==> src/hw/fpc_pkg.sv <==
// Package for the front panel controller: constants, states and carriers.
// Assumes a single 20 MHz clock domain shared by all users of the package.
package fpc_pkg;

    // ********************************************************
    // Geometry
    // ********************************************************
    localparam int FPC_CHARS = 28;
    localparam int FPC_COLS = 5;
    localparam int FPC_ROWS = 7;
    localparam int FPC_SEG_DIGITS = 16;
    localparam int FPC_LEDS = 32;
    localparam int FPC_KEY_COLS = 8;
    localparam int FPC_KEY_ROWS = 8;

    // ********************************************************
    // Bus map (byte addresses on the instrument address bus)
    // ********************************************************
    localparam logic [7:0] FPC_ADDR_ALPHA = 8'h00;
    localparam logic [7:0] FPC_ADDR_SEG = 8'h20;
    localparam logic [7:0] FPC_ADDR_LED = 8'h30;
    localparam logic [7:0] FPC_ADDR_KEY = 8'h40;
    localparam logic [7:0] FPC_ADDR_ROT = 8'h41;
    localparam logic [7:0] FPC_ADDR_STAT = 8'h42;
    localparam logic [7:0] FPC_LED_BYTES = 8'h04;
    localparam logic [7:0] FPC_CHECKSUM = 8'h3a;

    // ********************************************************
    // Key codes
    // ********************************************************
    localparam logic [5:0] FPC_KEY_SHIFT = 6'h00;
    localparam logic [5:0] FPC_KEY_FREE_RUN = 6'h01;
    localparam logic [5:0] FPC_KEY_MENU5 = 6'h02;
    localparam logic [5:0] FPC_KEY_NONE = 6'h3f;

    // ********************************************************
    // Timing
    // ********************************************************
    localparam longint FPC_CLK_HZ = 20000000;
    localparam longint FPC_REFRESH_HZ = 80;
    localparam longint FPC_MSG_S = 3;
    localparam longint FPC_FLASH_S = 6;
    localparam longint FPC_POWERON_MS = 500;
    localparam longint FPC_FLASH_HZ = 2;
    localparam longint FPC_SCROLL_HZ = 4;
    localparam longint FPC_DEBOUNCE_US = 5000;
    localparam longint FPC_COL_CYC = FPC_CLK_HZ / (FPC_REFRESH_HZ * FPC_COLS);
    localparam longint FPC_MSG_CYC = FPC_MSG_S * FPC_CLK_HZ;
    localparam longint FPC_FLASH_CYC = FPC_FLASH_S * FPC_CLK_HZ;
    localparam longint FPC_POWERON_CYC = FPC_POWERON_MS * FPC_CLK_HZ / 1000;
    localparam longint FPC_BLINK_CYC = FPC_CLK_HZ / (2 * FPC_FLASH_HZ);
    localparam longint FPC_SCROLL_CYC = FPC_CLK_HZ / FPC_SCROLL_HZ;
    localparam longint FPC_DEBOUNCE_CYC = (FPC_DEBOUNCE_US * FPC_CLK_HZ + 999999) / 1000000;

    // ********************************************************
    // Types
    // ********************************************************
    typedef enum logic [2:0] {
        FPC_POWERON,
        FPC_NORMAL,
        FPC_DIAG_RAM,
        FPC_DIAG_SUM,
        FPC_DIAG_FLASH,
        FPC_DIAG_SCROLL
    } fpc_mode_type;

    typedef struct packed {
        logic wr;
        logic rd;
        logic [7:0] addr;
        logic [7:0] wdata;
    } fpc_bus_req_type;

    typedef struct packed {
        logic [FPC_COLS-1:0] col;
        logic [FPC_ROWS-1:0] row_data;
        logic row_load;
    } fpc_alpha_drive_type;

endpackage

==> src/hw/fpc_front_panel.sv <==
// Front panel controller: display refresh, keyboard encoder, rotary
// counter, power-on fallback and display self-test.
// Assumes clk, nrst and the bus strobes are in one domain; panel
// switches and encoder phases are asynchronous and synchronised here.
`timescale 1ns/1ps
module fpc_front_panel
    import fpc_pkg::*;
#(
    parameter longint MSG_CYC = FPC_MSG_CYC,
    parameter longint FLASH_CYC = FPC_FLASH_CYC,
    parameter longint POWERON_CYC = FPC_POWERON_CYC,
    parameter longint BLINK_CYC = FPC_BLINK_CYC,
    parameter longint SCROLL_CYC = FPC_SCROLL_CYC,
    parameter longint COL_CYC = FPC_COL_CYC,
    parameter longint DEBOUNCE_CYC = FPC_DEBOUNCE_CYC
)
(
    // Clock and reset
    input wire logic clk,
    input wire logic nrst,
    // Instrument bus
    input wire fpc_pkg::fpc_bus_req_type bus_req,
    output logic [7:0] bus_rdata,
    output logic key_srq,
    output logic rot_srq,
    // Panel inputs
    input wire logic [fpc_pkg::FPC_KEY_COLS-1:0] key_col_n,
    input wire logic [fpc_pkg::FPC_KEY_ROWS-1:0] key_row_n,
    input wire logic instrument_preset_key_n,
    input wire logic rotary_encoder_a,
    input wire logic rotary_encoder_b,
    // Displays
    output fpc_pkg::fpc_alpha_drive_type alpha_drive,
    output logic [fpc_pkg::FPC_SEG_DIGITS*7-1:0] seg_drive,
    output logic [fpc_pkg::FPC_LEDS-1:0] led_drive,
    output logic diag_active
);
    import fpc_pkg::*;

    // ********************************************************
    // Functions
    // ********************************************************
    function automatic logic [2:0] onehot_index(input logic [7:0] v);
        logic [2:0] idx;
        idx = 3'h0;
        for (int i = 0; i < 8; i++)
        begin
            if (v[i])
            begin
                idx = 3'(i);
            end
        end
        return idx;
    endfunction

    // Column pattern of a character; glyphs are synthetic bit mixes of the code
    function automatic logic [6:0] glyph_col(input logic [7:0] ch, input logic [2:0] col);
        logic [7:0] m;
        m = ch ^ {ch[4:0], col};
        return (ch == 8'h20) ? 7'h00 : m[6:0];
    endfunction

    // Seven-segment pattern of the low nibble as a digit, blank for nibbles above 9
    function automatic logic [6:0] seg_of(input logic [7:0] d);
        logic [6:0] s;
        case (d[3:0])
            4'h0: s = 7'h3f;
            4'h1: s = 7'h06;
            4'h2: s = 7'h5b;
            4'h3: s = 7'h4f;
            4'h4: s = 7'h66;
            4'h5: s = 7'h6d;
            4'h6: s = 7'h7d;
            4'h7: s = 7'h07;
            4'h8: s = 7'h7f;
            4'h9: s = 7'h6f;
            default: s = 7'h00;
        endcase
        return s;
    endfunction

    // ********************************************************
    // Input synchronisers
    // ********************************************************
    localparam int SW = FPC_KEY_COLS + FPC_KEY_ROWS + 3;
    logic [SW-1:0] sync1_reg, sync2_reg;
    always_ff @(posedge clk or negedge nrst)
    begin
        if (!nrst)
        begin
            sync1_reg <= '1;
            sync2_reg <= '1;
        end
        else
        begin
            sync1_reg <= {key_col_n, key_row_n, instrument_preset_key_n,
                rotary_encoder_a, rotary_encoder_b};
            sync2_reg <= sync1_reg;
        end
    end
    logic [7:0] kcol, krow;
    logic preset_held, enc_a, enc_b;
    assign kcol = ~sync2_reg[SW-1 -: 8];
    assign krow = ~sync2_reg[SW-9 -: 8];
    assign preset_held = ~sync2_reg[2];
    assign enc_a = sync2_reg[1];
    assign enc_b = sync2_reg[0];

    // ********************************************************
    // Display RAM and bus writes
    // ********************************************************
    logic [7:0] alpha_ram [FPC_CHARS];
    logic [7:0] seg_ram [FPC_SEG_DIGITS];
    logic [FPC_LEDS-1:0] led_reg;
    logic wrote_reg;
    logic wr_alpha, wr_seg, wr_led;
    assign wr_alpha = bus_req.wr && bus_req.addr < FPC_ADDR_ALPHA + 8'(FPC_CHARS);
    assign wr_seg = bus_req.wr && bus_req.addr >= FPC_ADDR_SEG
        && bus_req.addr < FPC_ADDR_SEG + 8'(FPC_SEG_DIGITS);
    assign wr_led = bus_req.wr && bus_req.addr >= FPC_ADDR_LED
        && bus_req.addr < FPC_ADDR_LED + FPC_LED_BYTES;

    // RAM arrays carry no reset; content is undefined until written
    always_ff @(posedge clk)
    begin
        if (wr_alpha)
        begin
            alpha_ram[bus_req.addr[4:0]] <= bus_req.wdata;
        end
        if (wr_seg)
        begin
            seg_ram[bus_req.addr[3:0]] <= bus_req.wdata;
        end
    end

    logic [FPC_LEDS-1:0] led_next;
    always_comb
    begin
        led_next = led_reg;
        if (wr_led)
        begin
            led_next[{bus_req.addr[1:0], 3'h0} +: 8] = bus_req.wdata;
        end
    end
    always_ff @(posedge clk or negedge nrst)
    begin
        if (!nrst)
        begin
            led_reg <= '0;
            wrote_reg <= 1'b0;
        end
        else
        begin
            led_reg <= led_next;
            wrote_reg <= wrote_reg | bus_req.wr;
        end
    end

    // ********************************************************
    // Keyboard encoder
    // ********************************************************
    logic [5:0] key_reg, key_next, last_key_next;
    logic key_srq_reg, key_srq_next, armed_reg, armed_next, pressed;
    logic [31:0] deb_reg, deb_next;
    logic key_read, key_event;
    assign pressed = (|kcol) && (|krow);
    assign key_read = bus_req.rd && bus_req.addr == FPC_ADDR_KEY;
    always_comb
    begin
        key_next = key_reg;
        key_srq_next = key_srq_reg;
        armed_next = armed_reg;
        deb_next = deb_reg;
        key_event = 1'b0;
        last_key_next = FPC_KEY_NONE;
        if (!pressed)
        begin
            deb_next = '0;
            armed_next = 1'b1;
        end
        else if (armed_reg && deb_reg < 32'(DEBOUNCE_CYC))
        begin
            deb_next = deb_reg + 32'h1;
        end
        else if (armed_reg)
        begin
            armed_next = 1'b0;
            key_event = 1'b1;
            last_key_next = {onehot_index(kcol), onehot_index(krow)};
        end
        if (key_read)
        begin
            key_srq_next = 1'b0;
        end
        // New key only replaces an unread one once it has been read
        if (key_event && (!key_srq_reg || key_read))
        begin
            key_next = last_key_next;
            key_srq_next = 1'b1;
        end
    end
    always_ff @(posedge clk or negedge nrst)
    begin
        if (!nrst)
        begin
            key_reg <= FPC_KEY_NONE;
            key_srq_reg <= 1'b0;
            armed_reg <= 1'b1;
            deb_reg <= '0;
        end
        else
        begin
            key_reg <= key_next;
            key_srq_reg <= key_srq_next;
            armed_reg <= armed_next;
            deb_reg <= deb_next;
        end
    end

    // ********************************************************
    // Rotary step counter
    // ********************************************************
    logic [7:0] rot_reg, rot_next;
    logic rot_srq_reg, rot_srq_next, a_prev_reg;
    always_comb
    begin
        rot_next = rot_reg;
        rot_srq_next = rot_srq_reg;
        if (bus_req.rd && bus_req.addr == FPC_ADDR_ROT)
        begin
            rot_srq_next = 1'b0;
        end
        if (enc_a && !a_prev_reg)
        begin
            rot_next = enc_b ? rot_reg - 8'h1 : rot_reg + 8'h1;
            rot_srq_next = 1'b1;
        end
    end
    always_ff @(posedge clk or negedge nrst)
    begin
        if (!nrst)
        begin
            rot_reg <= '0;
            rot_srq_reg <= 1'b0;
            a_prev_reg <= 1'b1;
        end
        else
        begin
            rot_reg <= rot_next;
            rot_srq_reg <= rot_srq_next;
            a_prev_reg <= enc_a;
        end
    end

    // ********************************************************
    // Mode sequencer
    // ********************************************************
    fpc_mode_type mode_reg, mode_next;
    logic [31:0] tmr_reg, tmr_next;
    logic shift_seen_reg, shift_seen_next;
    always_comb
    begin
        mode_next = mode_reg;
        tmr_next = tmr_reg + 32'h1;
        shift_seen_next = shift_seen_reg;
        if (key_event)
        begin
            shift_seen_next = last_key_next == FPC_KEY_SHIFT;
        end
        case (mode_reg)
            FPC_POWERON:
            begin
                if (wrote_reg || preset_held)
                begin
                    mode_next = FPC_NORMAL;
                end
                else if (tmr_reg >= 32'(POWERON_CYC))
                begin
                    mode_next = FPC_DIAG_RAM;
                    tmr_next = '0;
                end
            end
            FPC_NORMAL:
            begin
                if (key_event && shift_seen_reg && last_key_next == FPC_KEY_FREE_RUN)
                begin
                    mode_next = FPC_DIAG_RAM;
                    tmr_next = '0;
                end
            end
            FPC_DIAG_RAM, FPC_DIAG_SUM:
            begin
                if (tmr_reg >= 32'(MSG_CYC - 1))
                begin
                    mode_next = mode_reg == FPC_DIAG_RAM
                        ? FPC_DIAG_SUM : FPC_DIAG_FLASH;
                    tmr_next = '0;
                end
            end
            FPC_DIAG_FLASH:
            begin
                if (tmr_reg >= 32'(FLASH_CYC - 1))
                begin
                    mode_next = FPC_DIAG_SCROLL;
                    tmr_next = '0;
                end
            end
            FPC_DIAG_SCROLL:
            begin
                if (tmr_reg >= 32'(SCROLL_CYC - 1))
                begin
                    tmr_next = '0;
                end
            end
            default: mode_next = FPC_NORMAL;
        endcase
        if (mode_reg >= FPC_DIAG_RAM && key_event && shift_seen_reg
            && last_key_next == FPC_KEY_MENU5)
        begin
            mode_next = FPC_NORMAL;
        end
    end
    logic [7:0] scroll_reg;
    always_ff @(posedge clk or negedge nrst)
    begin
        if (!nrst)
        begin
            mode_reg <= FPC_POWERON;
            tmr_reg <= '0;
            shift_seen_reg <= 1'b0;
            scroll_reg <= 8'h20;
        end
        else
        begin
            mode_reg <= mode_next;
            tmr_reg <= tmr_next;
            shift_seen_reg <= shift_seen_next;
            if (mode_reg == FPC_DIAG_SCROLL && tmr_next == '0)
            begin
                scroll_reg <= scroll_reg == 8'h7e ? 8'h20 : scroll_reg + 8'h1;
            end
        end
    end

    // ********************************************************
    // Refresh scan and display drive
    // ********************************************************
    logic [31:0] col_tmr_reg;
    logic [2:0] col_reg;
    logic [31:0] blink_reg;
    logic blink_on_reg;
    always_ff @(posedge clk or negedge nrst)
    begin
        if (!nrst)
        begin
            col_tmr_reg <= '0;
            col_reg <= '0;
            blink_reg <= '0;
            blink_on_reg <= 1'b1;
        end
        else
        begin
            col_tmr_reg <= col_tmr_reg >= 32'(COL_CYC - 1) ? '0 : col_tmr_reg + 32'h1;
            if (col_tmr_reg >= 32'(COL_CYC - 1))
            begin
                col_reg <= col_reg == 3'(FPC_COLS - 1) ? 3'h0 : col_reg + 3'h1;
            end
            blink_reg <= blink_reg >= 32'(BLINK_CYC - 1) ? '0 : blink_reg + 32'h1;
            if (blink_reg >= 32'(BLINK_CYC - 1))
            begin
                blink_on_reg <= ~blink_on_reg;
            end
        end
    end

    // Message text is synthetic: digits of the checksum and a fill code
    function automatic logic [7:0] char_at(input int i);
        logic [7:0] c;
        case (mode_reg)
            FPC_DIAG_RAM: c = 8'h50;
            FPC_DIAG_SUM: c = (i == 0) ? {4'h3, FPC_CHECKSUM[7:4]}
                : (i == 1) ? 8'h41 : 8'h20;
            FPC_DIAG_SCROLL: c = 8'(scroll_reg + 8'(i));
            default: c = alpha_ram[i];
        endcase
        return c;
    endfunction

    // 196-dot column is built per column slot, but only character 0's 7 dots reach row_data
    logic [FPC_CHARS*FPC_ROWS-1:0] col_bits;
    always_comb
    begin
        col_bits = '0;
        for (int i = 0; i < FPC_CHARS; i++)
        begin
            col_bits[i*FPC_ROWS +: FPC_ROWS] = (mode_reg == FPC_DIAG_FLASH)
                ? {FPC_ROWS{blink_on_reg}}
                : glyph_col(char_at(i), col_reg);
        end
    end

    always_ff @(posedge clk or negedge nrst)
    begin
        if (!nrst)
        begin
            alpha_drive <= '0;
            seg_drive <= '0;
            led_drive <= '0;
            bus_rdata <= '0;
        end
        else
        begin
            alpha_drive.col <= FPC_COLS'(1) << col_reg;
            alpha_drive.row_data <= col_bits[FPC_ROWS-1:0];
            alpha_drive.row_load <= col_tmr_reg == '0;
            for (int d = 0; d < FPC_SEG_DIGITS; d++)
            begin
                seg_drive[d*7 +: 7] <= mode_reg == FPC_DIAG_FLASH ? 7'h7f
                    : mode_reg == FPC_DIAG_SCROLL ? seg_of(8'(scroll_reg + 8'(d)))
                    : seg_of(seg_ram[d]);
            end
            led_drive <= preset_held ? '1 : led_reg;
            case (bus_req.addr)
                FPC_ADDR_KEY: bus_rdata <= {2'h0, key_reg};
                FPC_ADDR_ROT: bus_rdata <= rot_reg;
                FPC_ADDR_STAT: bus_rdata <= {5'h0, 3'(mode_reg)};
                default: bus_rdata <= 8'h00;
            endcase
        end
    end

    assign key_srq = key_srq_reg;
    assign rot_srq = rot_srq_reg;
    assign diag_active = mode_reg >= FPC_DIAG_RAM;
endmodule

==> config.mk <==
export PLATFORM = sky130hd
export DESIGN_NAME = fpc_front_panel
export DESIGN_NICKNAME = d
export VERILOG_FILES = /design/src/hw/fpc_pkg.sv /design/src/hw/fpc_front_panel.sv
export SDC_FILE = /design/constraint.sdc
export NUM_CORES = 1
export LEC_CHECK = 0
export BUFFER_PORTS_ARGS = -buffer_cell sky130_fd_sc_hd__buf_2
export CORE_UTILIZATION = 30
export CTS_CLUSTER_DIAMETER = 80
export DETAILED_ROUTE_END_ITERATION = 6
export GPL_TIMING_DRIVEN = 0
export PLACE_DENSITY_LB_ADDON = 0.3
export SYNTH_ARGS = -nofsm -noshare
export SYNTH_HDL_FRONTEND = slang
export SYNTH_SLANG_ARGS = --single-unit
==> constraint.sdc <==
create_clock -name clk -period 2.9 [get_ports clk]
set_input_delay 0.58 -clock clk [delete_from_list [all_inputs] [get_ports clk]]
set_output_delay 0.58 -clock clk [all_outputs]
set_load 0.005 [all_outputs]
Yosys cells after proc, flatten, opt, wreduce, memory -nomap -nowiden. Memory sizes are Yosys's and may differ from the RTL's. Index checks and enable logic that the tools add are counted. Widths: inputs -> output; s select.

$add $sub $neg: 23. $lt $le $gt $ge: 13. Equality and inequality tests: 20. Shift-type cells: 3. Multiplexer cells: 90. Bitwise operators: 6. Reduce and logical (&&, ||, !) cells: 31.

Operators by type and width (number): $mux 32 (11); $mux 7 (34); $pmux 32 s5 (1); $add 32x1->32 const B (4); $ge 32x23->1 const B (2); $logic_not 32->1 (2); $mux 3 (20); $pmux 8 s3 (2); $add 4x4->4 const B (8); $bwmux 32 (1); $eq 8x7->1 const B (4); $ge 32x16->1 const B (1); $ge 32x24->1 const B (1); $ge 32x26->1 const B (1); $ge 32x27->1 const B (1); $lt 32x17->1 const B (1); $shift 8x7->32 const A (1); $shiftx 8x7->32 (1); $mux 6 (3); $logic_and 1x1->1 (17); $add 4x3->4 const B (4); $add 8x1->8 const B (2); $ge 8x6->1 const B (2); $lt 8x6->1 const B (2); 32 further kinds (60).

Bits in registers: 398. Bits in writable memories: 352. ROM bits: 3584. Bits of input ports: 39. Output and inout bits: 168. Logic and storage cells: 245. Memories kept: 34.

Memories: alpha_ram (depth 28, bits a word 8, read ports 1, clocked after memory_dff 0, wr ports 1, RTL line fpc_front_panel.sv:112) `logic [7:0] alpha_ram [FPC_CHARS];`; seg_ram (depth 16, bits a word 8, read ports 16, clocked after memory_dff 0, wr ports 1, RTL line fpc_front_panel.sv:113) `logic [7:0] seg_ram [FPC_SEG_DIGITS];`; (name not given) (depth 16, bits a word 7, read ports 1, clocked after memory_dff 0, wr ports 0, RTL line fpc_front_panel.sv:66) `case (d[3:0])`; (name not given) (depth 16, bits a word 7, read ports 1, clocked after memory_dff 0, wr ports 0, RTL line fpc_front_panel.sv:66); (name not given) (depth 16, bits a word 7, read ports 1, clocked after memory_dff 0, wr ports 0, RTL line fpc_front_panel.sv:66); (name not given) (depth 16, bits a word 7, read ports 1, clocked after memory_dff 0, wr ports 0, RTL line fpc_front_panel.sv:66); 28 more memories.

Longest topological paths before layout.
Word-level depth: 17. Gate-level depth with buffers: 11. Gate-level depth less buffers: 9.

Worst setup path before layout. OpenSTA, ideal clock, no wires.

Path type: reg2reg. From: register tmr_reg[0]. To: register scroll_reg[7]. Library setup time: 0.125 ns. Data arrival time: 2.667 ns. Slack: 0.108 ns. Stages on the path, launching flop included: 10. Buffers on the path: 0. Clock period less this slack: 2.792 ns. Cells stage by stage: dfrtp_1 ha_1 nand4_2 nor3_1 mux2_2 o21ai_0 nand4_1 nor4_4 o2111ai_2 mux2_4.

Longest elaborated chain between the ends: 6. Elaborated cells between the ends (all ways): 14. Those cells by class: add/sub: 1; order compare: 4; mux: 7; reduce/logical: 2.

RTL lines: start, declared (RTL line fpc_front_panel.sv:259) `logic [31:0] tmr_reg, tmr_next;`; start signal, assigned (RTL line fpc_front_panel.sv:336) `tmr_reg <= tmr_next;`; $add 32x1->32 / $ge 32x24->1 (equally long branches) (RTL line fpc_front_panel.sv:264, fpc_front_panel.sv:277); $mux 32 (RTL line fpc_front_panel.sv:277) `else if (tmr_reg >= 32'(POWERON_CYC))`; $mux 32 (RTL line fpc_front_panel.sv:273) `if (wrote_reg || preset_held)`; $pmux 32 s5 * (RTL line fpc_front_panel.sv:270) `case (mode_reg)`; $logic_not 32->1 * (RTL line fpc_front_panel.sv:338) `if (mode_reg == FPC_DIAG_SCROLL && tmr_next == '0)`; $logic_and 1x1->1 * (RTL line fpc_front_panel.sv:338); end signal, assigned (RTL line fpc_front_panel.sv:340) `scroll_reg <= scroll_reg == 8'h7e ? 8'h20 : scroll_reg + 8'h1;`; end, declared (RTL line fpc_front_panel.sv:323) `logic [7:0] scroll_reg;`.

Mark *: on every way between the ends. The rest lies on a longest branch, timed or not. A chain may end at the register's enable or synchronous reset.

Worst setup path in the final report.
From: register scroll_reg[1]. To: register seg_drive[46] (netlist name).

Longest elaborated chain between the ends: 4.

RTL lines: $add 4x3->4 (RTL line fpc_front_panel.sv:419) `: mode_reg == FPC_DIAG_SCROLL ? seg_of(8'(scroll_reg + 8'(d)))`; $mem_v2 16x7; $mux 7 (RTL line fpc_front_panel.sv:419); $mux 7 (RTL line fpc_front_panel.sv:418) `seg_drive[d*7 +: 7] <= mode_reg == FPC_DIAG_FLASH ? 7'h7f`; end signal, assigned by index (RTL line fpc_front_panel.sv:418); end, declared (RTL line fpc_front_panel.sv:34) `output logic [fpc_pkg::FPC_SEG_DIGITS*7-1:0] seg_drive,`.

Every way passes these cells.

==> out/metrics.cfg <==
[global_route]
grtUsageTotal_pct=17.4
grt_max_degree=121
grt_pass1_vias=18600
grt-ovfl-total=0
grt_pass1_wl_microns=110000
antenna_found_initial=0

[sta]
tightest_slew_ps=1180
fmax_mhz=348
slew_violations=0
hold_violations=0
rsz0062_at_grt=true
slew_headroom_pct=20.7
post-route-min-period_ps=2870
setup_violations=0
finalHoldWorstSlack_ps=43.9
fin_worst_skew_ps=41.3
setup_ws_ps=26.5
fin_crit_sh_pct=99.1

[critical_path]
cp-end-kind=flip-flop
cp_top_family=buffers and inverters
reg2reg_from=scroll_reg[1]$_DFFE_PN0P_
crit_path_frequent_cell=clkbuf_1
path_class=reg -> reg
slowest_delay_ps=550
cp_data_required_time_ps=3340
startpoint=scroll_reg[1]$_DFFE_PN0P_
cp_num_buf_inv=4
cp_slowest_cell=dfrtp_4
path_max_fanout=10
crit_chain=clkinvlp_4, buf_4, ha_1, nor2b_2, or2_2, clkbuf_1, clkbuf_1, a221oi_1, o21ai_0
start_kind=flip-flop
worstPathArrival_ps=3310

[yosys]
synth-seq-cells=470
synthCells=2452
synth-seq-area-share_pct=50.5
synth_fa_ha_area_share_pct=7.74
synth_edf_count=72
async_reset_ff_share_pct=84.7
synth.distinct_cells=88
synth_flop_cell=dfrtp_1
ys_warn_count=0
ys_top_cells_by_area=dfrtp_1 36%, edfxtp_1 9.0%, ha_1 7.3%
synth_top_family_by_area=simple AND/OR/NAND/NOR gates
synth.top_cell.area_share_pct=36.3
muxShareOfSynthArea_pct=1.58
netlist_area_sq_um=24100
synth-simple-area-share_pct=18.4
synth_top_cell_by_area=dfrtp_1
synth_compound_area_share_pct=14.0
syn_avg_cell_area_sq_um=9.83
synthXorXnorAreaFrac_pct=4.22

[routing]
initialDrtViolationCount=1682
viasPerCell=4.95
post-route-drc-count=0
wl_microns=72500
dr.pass1.iters=5
routed-via-count=19100
routedWlPerCell_microns=18.7
ant_nets=0

[run]
drv_cap=0

[worst_hold_path]
min-delay-start=key_row_n[7]
worst_hold_path_type=in -> reg

[placement]
dp.cells=3735
port_buffers=206
hpwlAfterDp_microns=51700
placed_area_sq_um=26600
dp_slack_ps=-766
gp_congestion=0.951

[outcome]
outcome=finished clean

[clock_network]
clockBufferDepth=3
cts-root-buf=clkbuf_16
clk_pin_slew_ps=60
clk_latency_ps=630
clock-sinks=470
cts_buffers=53
htree_num_levels=2
cts_tree=done

[pwr]
p_total_mw=15.5
peakVddDrop_mv=0.413
p_per_area_nw_per_um2=530
power.leakage_nw=12.8

[floorplanning]
initial_core_util_pct=30.4
core_area_sq_um=79300
ios=207
die_h_microns=285
die-area_sq_um=81500
num_rows=103
die_width_microns=285

[cells_and_area]
layout_common_cells=341 x dfrtp_1, 279 x nor2_1, 255 x nand2_1
largest_register_ffs=112
layout.area.seq_sq_um=12200
multiInputGateArea_sq_um=11500
drive_gt1_share_pct=18.1
fin_cells=3870
nFillCells=7983
largest_register=seg_drive
layout_commonest_cell=dfrtp_1
synthToLayoutAreaGrowth_pct=21.8
fin_nets=2954
final_area_sq_um=29300

==> layout make-up <==
cell class	instances	share of cell area [%]
Timing Repair Buffer	248	5.10
Clock inverter	26	1.31
Sequential cell	470	41.6
Buffer	131	1.98
Inverter	73	0.981
Clock buffer	74	5.50
Antenna cell	2	0.0171
Tap cell	1050	4.48
Multi-Input combinational cell	1796	39.1
==> worst paths after layout <==
path / depth (start not counted) / to / slack, ps
worst max-delay path: 9 / seg_drive[46]$_DFF_PN0_ / 30
min in group asynchronous: 2 / deb_reg[5]$_DFFE_PN0P_ / 500
worst min register to register: 0 / sync2_reg[9]$_DFF_PN1_ / 350
max in group asynchronous: 4 / seg_drive[45]$_DFF_PN0_ / 900
worst max register to register: 9 / seg_drive[46]$_DFF_PN0_ / 30
worst min-delay path: 1 / sync1_reg[10]$_DFF_PN1_ / 40
==> layer usage <==
layer | wire, microns | track usage [%] | share of wire, % | vias to the layer above
met2 | 32700 | 27.8 | 45 | 678
met4 | 2780 | 7.07 | 3.8 | 0
li1 | - | - | - | 9143
met3 | 4860 | 3.20 | 6.7 | 136
met5 | 0 | 0 | 0 | -
met1 | 32200 | 23.3 | 44 | 9188
==> cell usage after synthesis (14+ instances only) <==
cell type and number:
nand2_1 255, and2_1 23, nor4_1 16, or2_2 16
nand4_1 26, xor2_1 55, a21oi_1 111, edfxtp_1 72
nand2b_1 82, and3_1 22, nor2b_1 38, nand3_1 63
o211ai_1 27, mux2i_1 22, ha_1 141, nor3_1 64
dfrtp_1 350, inv_1 70, o21ai_0 209, a211oi_1 50
dfstp_2 48, xnor2_1 61, nor2_1 280, o22ai_1 28
a31oi_1 14, clkbuf_1 108
==> through the flow <==
stage / setup TNS, ps / utilization, %
6_report: 0 / 37.0
4_1_cts: -85.3 / 36.7
3_5_place_dp: -57310 / 33.6
5_1_grt: -130 / 37.0
3_3_place_gp: -2617430 / 33.5
2_1_floorplan: 0 / -
==> report_power, final <==
| part | internal [mW] | leakage (nW) | switching [mW] |
|---|---|---|---|
| Clock | 4.49 | 0.961 | 2.94 |
| Combinational | 0.403 | 6.19 | 0.549 |
| Sequential | 6.97 | 5.62 | 0.183 |
| Total | 11.9 | 12.8 | 3.67 |
==> cells by family after synthesis <==
kind of cell / Yosys count
AND/OR/NAND/NOR: 928
adder cells (fa/ha/maj): 150
multiplexers: 35
flip-flops: 470
XOR/XNOR: 116
other: 1
buffers and inverters: 210
AO/OA/AOI/OAI: 542
==> what timing repair did <==
action,4_1_cts,5_1_grt
gates resized for setup,67,53
pin swaps,5,14
endpoints found under the hold margin,56,0
gates cloned,1,0
buffers inserted,14,10
hold buffers,14,0
endpoints found under the setup margin,144,74
==> worst reg2reg max path, stage by stage (launching register included) <==
cell and delay [ps]:
dfrtp_4 550, clkinvlp_4 100, buf_4 140, ha_1 250
nor2b_2 320, or2_2 180, clkbuf_1 180, clkbuf_1 350
a221oi_1 170, o21ai_0 440
No activity file was read; power rests on OpenSTA's default activity.
